File: src/cct_cfg.svh
`ifndef CCT_CFG_SVH
`define CCT_CFG_SVH
// Register indices; each register takes one aligned word, so the byte address is index * 4
`define CCT_IDX_MODE_SEL 6'h00
`define CCT_IDX_FORCE 6'h01
`define CCT_IDX_C7_MASK 6'h02
`define CCT_IDX_C7_DATA 6'h03
`define CCT_IDX_CNT_HI 6'h04
`define CCT_IDX_CNT_LO 6'h05
`define CCT_IDX_SYSCTL1 6'h06
`define CCT_IDX_TOGGLE_OV 6'h07
`define CCT_IDX_ACT_UP 6'h08
`define CCT_IDX_ACT_LO 6'h09
`define CCT_IDX_EDGE_UP 6'h0A
`define CCT_IDX_EDGE_LO 6'h0B
`define CCT_IDX_INT_EN 6'h0C
`define CCT_IDX_SYSCTL2 6'h0D
`define CCT_IDX_FLAGS 6'h0E
`define CCT_IDX_OV_FLAG 6'h0F
`define CCT_IDX_VAL_BASE 6'h10
`define CCT_IDX_VAL_LAST 6'h1F
`define CCT_IDX_ACC_CTL 6'h20
`define CCT_IDX_ACC_FLG 6'h21
`define CCT_IDX_ACC_HI 6'h22
`define CCT_IDX_ACC_LO 6'h23
// Implemented-bit masks
`define CCT_MASK_SYSCTL1 8'hF0
`define CCT_MASK_SYSCTL2 8'h8F
`define CCT_MASK_OV_FLAG 8'h80
`define CCT_MASK_ACC_CTL 8'h7F
`define CCT_MASK_ACC_FLG 8'h03
// Reset values
`define CCT_RST_BYTE 8'h00
`define CCT_RST_WORD 16'h0000
`define CCT_RST_RDATA 32'h0000_0000
`endif

File: src/cct_pkg.sv
package cct_pkg;
   typedef logic [7:0] cct_byte_t;
   typedef logic [15:0] cct_word_t;
   typedef logic [1:0] cct_action_t;
endpackage

File: src/cct_timer_regs.sv
// Our own choice: the APB interface to the registers.
`timescale 1ns/1ns
`include "cct_cfg.svh"
module cct_timer_regs #(
   parameter int N_CH = 8
) (
   input wire logic i_clk, // 50 MHz bus clock
   input wire logic i_rst_n, // Async reset, active low
   input wire logic i_psel, // APB select
   input wire logic i_penable, // APB enable
   input wire logic i_pwrite, // APB direction
   input wire logic [7:0] i_paddr, // APB byte address
   input wire logic [31:0] i_pwdata, // APB write data
   input wire logic [3:0] i_pstrb, // APB byte strobes
   output logic [31:0] o_prdata, // APB read data
   output logic o_pready, // APB ready
   output logic o_pslverr, // APB error
   input wire logic [N_CH-1:0] i_match, // Genuine compare match per channel
   input wire logic [N_CH-1:0] i_pin, // Channel pins, asynchronous
   output logic [N_CH-1:0] o_pin, // Channel pin drive level
   output logic [N_CH-1:0] o_pin_oe, // Channel pin output enable
   output logic [N_CH-1:0] o_pin_sync, // Synchronised pin levels
   output logic [N_CH-1:0] o_mode_sel, // Channel mode bits
   output logic [N_CH-1:0] o_flags // Channel event flags
);
   import cct_pkg::*;

   cct_byte_t mode_sel_reg, c7_mask_reg, c7_data_reg;
   cct_byte_t cnt_hi_reg, cnt_lo_reg, sysctl1_reg, toggle_ov_reg;
   cct_byte_t act_up_reg, act_lo_reg, edge_up_reg, edge_lo_reg;
   cct_byte_t int_en_reg, sysctl2_reg, flags_reg, ov_flag_reg;
   cct_byte_t acc_ctl_reg, acc_flg_reg, acc_hi_reg, acc_lo_reg;
   cct_word_t val_reg [N_CH];
   logic [N_CH-1:0] force_reg;
   logic [N_CH-1:0] pin_reg, pin_next;
   logic [N_CH-1:0] sync1_reg, sync2_reg;
   logic [N_CH-1:0] fire;
   logic [N_CH-1:0] oe_act;
   logic [15:0] action_bits;
   logic [5:0] idx;
   logic wr_en, rd_en, c7_event;
   cct_byte_t wbyte, rbyte, flags_next;

   // Registers take a full word but only byte lane 0 carries data
   assign idx = i_paddr[7:2];
   assign wr_en = i_psel && i_penable && i_pwrite && i_pstrb[0];
   assign rd_en = i_psel && i_penable && !i_pwrite;
   assign wbyte = i_pwdata[7:0];
   assign o_pready = 1'b1;
   assign o_pslverr = 1'b0;
   assign action_bits = {act_up_reg, act_lo_reg};
   assign o_mode_sel = mode_sel_reg;
   assign o_flags = flags_reg;

   // Two-stage synchroniser for the pins
   always_ff @(posedge i_clk or negedge i_rst_n) begin
      if (!i_rst_n) begin
         sync1_reg <= '0;
         sync2_reg <= '0;
      end else begin
         sync1_reg <= i_pin;
         sync2_reg <= sync1_reg;
      end
   end
   assign o_pin_sync = sync2_reg;

   // Force bits live for one cycle only
   always_ff @(posedge i_clk or negedge i_rst_n) begin
      if (!i_rst_n) begin
         force_reg <= '0;
      end else if (wr_en && idx == `CCT_IDX_FORCE) begin
         force_reg <= wbyte;
      end else begin
         force_reg <= '0;
      end
   end

   // A channel acts when it is in compare mode and matched or was forced
   assign fire = mode_sel_reg & (i_match | force_reg);
   assign c7_event = fire[N_CH-1];

   // Pin actions: 00 none, 01 toggle, 10 clear, 11 set; channel 7 mask applied last so it wins
   always_comb begin
      pin_next = pin_reg;
      for (int i = 0; i < N_CH; i++) begin
         if (fire[i]) begin
            case (action_bits[2*i +: 2])
               2'b01: pin_next[i] = !pin_reg[i];
               2'b10: pin_next[i] = 1'b0;
               2'b11: pin_next[i] = 1'b1;
               default: pin_next[i] = pin_reg[i];
            endcase
         end
      end
      if (c7_event) begin
         for (int i = 0; i < N_CH; i++) begin
            if (c7_mask_reg[i]) begin
               pin_next[i] = c7_data_reg[i];
            end
         end
      end
   end

   always_ff @(posedge i_clk or negedge i_rst_n) begin
      if (!i_rst_n) begin
         pin_reg <= '0;
      end else begin
         pin_reg <= pin_next;
      end
   end
   assign o_pin = pin_reg;
   // Mask bits of 0..6 also turn a compare channel's pin into an output
   generate
      for (genvar c = 0; c < N_CH; c++) begin : g_oe
         assign oe_act[c] = |action_bits[2*c +: 2];
      end
   endgenerate
   assign o_pin_oe = mode_sel_reg & ({1'b0, c7_mask_reg[N_CH-2:0]} | oe_act);

   // Event flags: a genuine match on a compare channel sets, force suppresses it, set wins over write-one-to-clear
   always_comb begin
      flags_next = flags_reg;
      if (wr_en && idx == `CCT_IDX_FLAGS) begin
         flags_next = flags_reg & ~wbyte;
      end
      flags_next = flags_next | (mode_sel_reg & i_match & ~force_reg);
   end

   always_ff @(posedge i_clk or negedge i_rst_n) begin
      if (!i_rst_n) begin
         flags_reg <= `CCT_RST_BYTE;
      end else begin
         flags_reg <= flags_next;
      end
   end

   // Control registers and the write-one-to-clear ov_flag_reg and acc_flg_reg, unimplemented bits masked off
   always_ff @(posedge i_clk or negedge i_rst_n) begin
      if (!i_rst_n) begin
         mode_sel_reg <= `CCT_RST_BYTE;
         c7_mask_reg <= `CCT_RST_BYTE;
         c7_data_reg <= `CCT_RST_BYTE;
         cnt_hi_reg <= `CCT_RST_BYTE;
         cnt_lo_reg <= `CCT_RST_BYTE;
         sysctl1_reg <= `CCT_RST_BYTE;
         toggle_ov_reg <= `CCT_RST_BYTE;
         act_up_reg <= `CCT_RST_BYTE;
         act_lo_reg <= `CCT_RST_BYTE;
         edge_up_reg <= `CCT_RST_BYTE;
         edge_lo_reg <= `CCT_RST_BYTE;
         int_en_reg <= `CCT_RST_BYTE;
         sysctl2_reg <= `CCT_RST_BYTE;
         ov_flag_reg <= `CCT_RST_BYTE;
         acc_ctl_reg <= `CCT_RST_BYTE;
         acc_flg_reg <= `CCT_RST_BYTE;
         acc_hi_reg <= `CCT_RST_BYTE;
         acc_lo_reg <= `CCT_RST_BYTE;
      end else if (wr_en) begin
         case (idx)
            `CCT_IDX_MODE_SEL: mode_sel_reg <= wbyte;
            `CCT_IDX_C7_MASK: c7_mask_reg <= wbyte;
            `CCT_IDX_C7_DATA: c7_data_reg <= wbyte;
            `CCT_IDX_CNT_HI: cnt_hi_reg <= wbyte;
            `CCT_IDX_CNT_LO: cnt_lo_reg <= wbyte;
            `CCT_IDX_SYSCTL1: sysctl1_reg <= wbyte & `CCT_MASK_SYSCTL1;
            `CCT_IDX_TOGGLE_OV: toggle_ov_reg <= wbyte;
            `CCT_IDX_ACT_UP: act_up_reg <= wbyte;
            `CCT_IDX_ACT_LO: act_lo_reg <= wbyte;
            `CCT_IDX_EDGE_UP: edge_up_reg <= wbyte;
            `CCT_IDX_EDGE_LO: edge_lo_reg <= wbyte;
            `CCT_IDX_INT_EN: int_en_reg <= wbyte;
            `CCT_IDX_SYSCTL2: sysctl2_reg <= wbyte & `CCT_MASK_SYSCTL2;
            `CCT_IDX_OV_FLAG: ov_flag_reg <= ov_flag_reg & ~(wbyte & `CCT_MASK_OV_FLAG);
            `CCT_IDX_ACC_CTL: acc_ctl_reg <= wbyte & `CCT_MASK_ACC_CTL;
            `CCT_IDX_ACC_FLG: acc_flg_reg <= acc_flg_reg & ~(wbyte & `CCT_MASK_ACC_FLG);
            `CCT_IDX_ACC_HI: acc_hi_reg <= wbyte;
            `CCT_IDX_ACC_LO: acc_lo_reg <= wbyte;
            default: mode_sel_reg <= mode_sel_reg;
         endcase
      end
   end

   // Value registers: index pairs hold high then low byte of each channel
   genvar g;
   generate
      for (g = 0; g < N_CH; g++) begin : g_val
         always_ff @(posedge i_clk or negedge i_rst_n) begin
            if (!i_rst_n) begin
               val_reg[g] <= `CCT_RST_WORD;
            end else if (wr_en && mode_sel_reg[g]) begin
               if (idx == `CCT_IDX_VAL_BASE + 6'(2 * g)) begin
                  val_reg[g][15:8] <= wbyte;
               end else if (idx == `CCT_IDX_VAL_BASE + 6'(2 * g + 1)) begin
                  val_reg[g][7:0] <= wbyte;
               end
            end
         end
      end
   endgenerate

   // Read mux
   always_comb begin
      rbyte = `CCT_RST_BYTE;
      case (idx)
         `CCT_IDX_MODE_SEL: rbyte = mode_sel_reg;
         `CCT_IDX_FORCE: rbyte = `CCT_RST_BYTE;
         `CCT_IDX_C7_MASK: rbyte = c7_mask_reg;
         `CCT_IDX_C7_DATA: rbyte = c7_data_reg;
         `CCT_IDX_CNT_HI: rbyte = cnt_hi_reg;
         `CCT_IDX_CNT_LO: rbyte = cnt_lo_reg;
         `CCT_IDX_SYSCTL1: rbyte = sysctl1_reg;
         `CCT_IDX_TOGGLE_OV: rbyte = toggle_ov_reg;
         `CCT_IDX_ACT_UP: rbyte = act_up_reg;
         `CCT_IDX_ACT_LO: rbyte = act_lo_reg;
         `CCT_IDX_EDGE_UP: rbyte = edge_up_reg;
         `CCT_IDX_EDGE_LO: rbyte = edge_lo_reg;
         `CCT_IDX_INT_EN: rbyte = int_en_reg;
         `CCT_IDX_SYSCTL2: rbyte = sysctl2_reg;
         `CCT_IDX_FLAGS: rbyte = flags_reg;
         `CCT_IDX_OV_FLAG: rbyte = ov_flag_reg;
         `CCT_IDX_ACC_CTL: rbyte = acc_ctl_reg;
         `CCT_IDX_ACC_FLG: rbyte = acc_flg_reg;
         `CCT_IDX_ACC_HI: rbyte = acc_hi_reg;
         `CCT_IDX_ACC_LO: rbyte = acc_lo_reg;
         default: begin
            if (idx >= `CCT_IDX_VAL_BASE && idx <= `CCT_IDX_VAL_LAST) begin
               rbyte = idx[0] ? val_reg[idx[3:1]][7:0] : val_reg[idx[3:1]][15:8];
            end else begin
               rbyte = `CCT_RST_BYTE;
            end
         end
      endcase
   end

   // Read data is registered during the setup phase so it is stable in the access phase
   always_ff @(posedge i_clk or negedge i_rst_n) begin
      if (!i_rst_n) begin
         o_prdata <= `CCT_RST_RDATA;
      end else if (i_psel && !i_penable && !i_pwrite) begin
         o_prdata <= {24'h000000, rbyte};
      end else if (rd_en) begin
         o_prdata <= o_prdata;
      end else begin
         o_prdata <= `CCT_RST_RDATA;
      end
   end
endmodule

File: config.mk
export PLATFORM = sky130hd
export DESIGN_NAME = cct_timer_regs
export DESIGN_NICKNAME = d
export VERILOG_FILES = /design/src/cct_pkg.sv /design/src/cct_timer_regs.sv
export VERILOG_INCLUDE_DIRS = /design/src
export SDC_FILE = /design/constraint.sdc
export NUM_CORES = 1
export LEC_CHECK = 0
export ABC_CLOCK_PERIOD_IN_PS = 2300
export BUFFER_PORTS_ARGS = -buffer_cell sky130_fd_sc_hd__buf_2
export CAP_MARGIN = 40
export CORE_AREA = 2 2 158 160
export DETAILED_ROUTE_END_ITERATION = 7
export DIE_AREA = 0 0 160 162
export GPL_ROUTABILITY_DRIVEN = 0
export HOLD_SLACK_MARGIN = 0.1
export PLACE_DENSITY = 0.79
export SETUP_SLACK_MARGIN = 0.2
export SKIP_LAST_GASP = 1
export SLEW_MARGIN = 20
export SYNTH_ARGS = -nofsm -noshare
export SYNTH_HDL_FRONTEND = slang
export SYNTH_SLANG_ARGS = --single-unit
File: constraint.sdc
create_clock -name i_clk -period 2.3 [get_ports i_clk]
set_clock_uncertainty 0.2 [all_clocks]
set_input_delay 0.115 -clock i_clk [delete_from_list [all_inputs] [get_ports i_clk]]
set_output_delay 0.115 -clock i_clk [all_outputs]
set_load 0.02 [all_outputs]
==> flow_summary.yaml <==
synthesis:
  synth.avg_cell_area_um2: 13.1
  synthDistinctLibCells: 69
  synth_top_area_share_pct: 52.9
  ys.flop_type: "dfrtp_1"
  seq_area_frac_synth_pct: 52.9
  yosysTopAreaCell: "dfrtp_1"
  synth_mux_area_share_pct: 26.0
  synth-compound-area-share_pct: 8.69
  synth_edf_count: 0
  synth_area_leaders: "dfrtp_1 (53%), mux2_2 (22%), mux2i_1 (2.2%), buf_4 (1.9%), mux4_2 (1.8%)"
  ys_seq_elements: 299
  synthAdderAreaFrac_pct: 0
  synth_top_family_by_area: "multiplexers"
  synth_xor_area_share_pct: 0
  ys.warnings.count: 0
  synth_area_um2: 14200
  synth_simple_gate_area_share_pct: 8.41
  synthCells: 1082
  synthArstFlopShare_pct: 100
route:
  drt-total-wl_mm: 37.6
  wire_per_inst_um: 23.4
  antenna_left: 0
  route.vias.total: 10100
  first_pass_iters: 5
  via_per_inst: 6.26
  drtIter0Drc: 1022
  drc: 0
power:
  ir_drop_v: 0.000589
  fin_total_pwr_mw: 11.8
  p_leak_nw: 8.24
  power_density_nw_per_um2: 698
floorplanning:
  die_h_um: 162
  num_rows: 57
  pin_count: 139
  die_w_um: 160
  coreArea_um2: 24100
  dieArea_um2: 25900
  initial_core_util_pct: 58.7
layout:
  final_cell_mix: "dfrtp_1 (299), mux2_2 (276), buf_2 (81)"
  fin_nets: 1325
  utilization_pct: 70.4
  n_fill_cell: 1682
  syn_to_final_growth_pct: 19.9
  drive_gt1_share_pct: 43.0
  final_common_cell: "dfrtp_1"
  antenna_cells: 0
  design_area_um2: 17000
  largest_reg_flops: 128
sta:
  post-route-period-util_pct: 96.3
  worst-slew-pin-transition_ns: 0.890
  fin_setup_tns_ns: 0
  drv_slew: 0
  clock.fmax_mhz: 451
  finalSetupViolCount: 0
  min_period_ns: 2.22
  finalHoldViolCount: 0
  rsz0062_at_grt: "yes"
  max_slew_margin_pct: 40.5
global_routing:
  overflow: 0
  grt_pass1_wl_mm: 59.5
  grt_pass1_vias: 10700
  antenna_found_initial: 0
  grt_usage_pct: 29.5
  grt_start_max_net_pins: 88
clock_network:
  numCtsBuffers: 31
  clk-insertion-delay-late_ns: 0.57
  cts_max_level: 1
  cts_buffer_depth: 3
  cts_root_buf: "clkbuf_16"
  clkSinkCount: 299
  clk_pin_slew_ns: 0.06
  cts_tree: "done"
setup_path:
  crit_arrival_ns: 2.47
  critPathKind: "reg -> reg"
  cp_num_buf_inv: 0
  cp_top_family: "compound AO/OA/AOI/OAI gates"
  worstPathRequired_ns: 2.56
  crit_path_max_incr_delay_ns: 0.52
  cp_cell_sequence: "mux4_2, nand2_2, o21ai_2, a311oi_2, nand4_1, a32o_1"
  slowest_stage: "mux4_2"
  path_max_fanout: 3
  cp-start-kind: "register"
  cp-end-kind: "register"
worst_hold_path:
  hold_path_class: "in -> reg"
placement:
  io_buffer_count: 83
  dp_hpwl_mm: 24.8
  placed_area_um2: 15300
run:
  cap_violations: 0
outcome:
  outcome: "completed"
## cell usage after synthesis, drive strengths merged, types with 3 or more instances
cell type	instances
dfrtp	299
mux2	277
nand2	67
buf	63
nor2	46
clkbuf	31
mux2i	31
a22oi	23
nand3	17
nor3	14
o21ai	14
a21oi	11
and2	11
mux4	11
nand2b	11
a32oi	10
o22ai	10
o2bb2ai	10
a32o	9
a221o	8
a31oi	8
nand4	8
o211ai	8
o21a	8
o31a	7
o31ai	7
a221oi	5
nor2b	5
nor4	5
a211oi	3
a22o	3
and3	3
and4	3
o32ai	3
or2	3
or4b	3
## worst register-to-register path: stages, from the launching register on
cell and delay [ns]:
dfrtp_1 0.44, mux4_2 0.52, nand2_2 0.09, o21ai_2 0.05, a311oi_2 0.30, nand4_1 0.21
a32o_1 0.30
## cell type report
class                      count  area, um2  share of cell area (%)
sequential                   299       7480                    44.1
multi-input combinational    712       6240                    36.8
timing repair buffer         215       1740                    10.2
clock buffer                  41        903                    5.32
tap                          324        405                    2.39
clock inverter                17        200                    1.18
inverter                       1       3.75                  0.0221
## timing repair
item	CTS	global route
hold buffers	50	0
setup endpoints to repair	2	66
buffers inserted	0	2
gates resized for setup	3	12
pin swaps	1	13
endpoints found under the hold margin	445	0
## kinds of logic after synthesis
group | after synthesis
AOI/OAI and AO/OA | 161
buffers and inverters | 95
DFF | 299
muxes | 319
other | 2
and+or+nand+nor | 206
## routing by layer
metal	up-vias	part of all wire, %	global-route usage [%]
met1	5129	41	38.9
li1	4342	-	-
met5	-	0	0
met4	0	4.7	12.7
met3	133	7.5	5.69
met2	469	47	48.2
## stage by stage
step           setup slack [ns]  instances  hold slack [ns]
2_1_floorplan             0.427       1106           -0.381
3_3_place_gp            -0.0555       1499           -0.200
3_5_place_dp            -0.0948       1499           -0.203
4_1_cts                   0.198       1607            0.103
5_1_grt                  0.0893       1609            0.154
6_report                 0.0841       1609            0.109
## power breakdown
part           switching (mW)  total [mW]  leakage [nW]  internal (mW)
sequential              0.111        5.49          4.12           5.38
combinational           0.625        1.02          3.58          0.390
clock                    2.14        5.34         0.545           3.20
total                    2.87        11.8          8.24           8.97
## final timing paths
check / start / end / slack, ns / cells past startpoint
worst max register to register: o_flags[0]$_DFF_PN0_ / o_prdata[0]$_DFFE_PN0P_ / 0.08 / 6
min in group asynchronous: i_rst_n / edge_up_reg[6]$_DFFE_PN0P_ / 0.46 / 4
worst min register to register: sync1_reg[7]$_DFF_PN0_ / o_pin_sync[7]$_DFF_PN0_ / 0.15 / 0
worst max-delay path: o_flags[0]$_DFF_PN0_ / o_prdata[0]$_DFFE_PN0P_ / 0.08 / 6
max in group asynchronous: i_rst_n / val_reg[84]$_DFFE_PN0P_ / 0.96 / 4
worst min-delay path: i_pstrb[0] / acc_flg_reg[0]$_DFFE_PN0P_ / 0.11 / 4
Note: power is estimated with default switching activity, not from simulation.
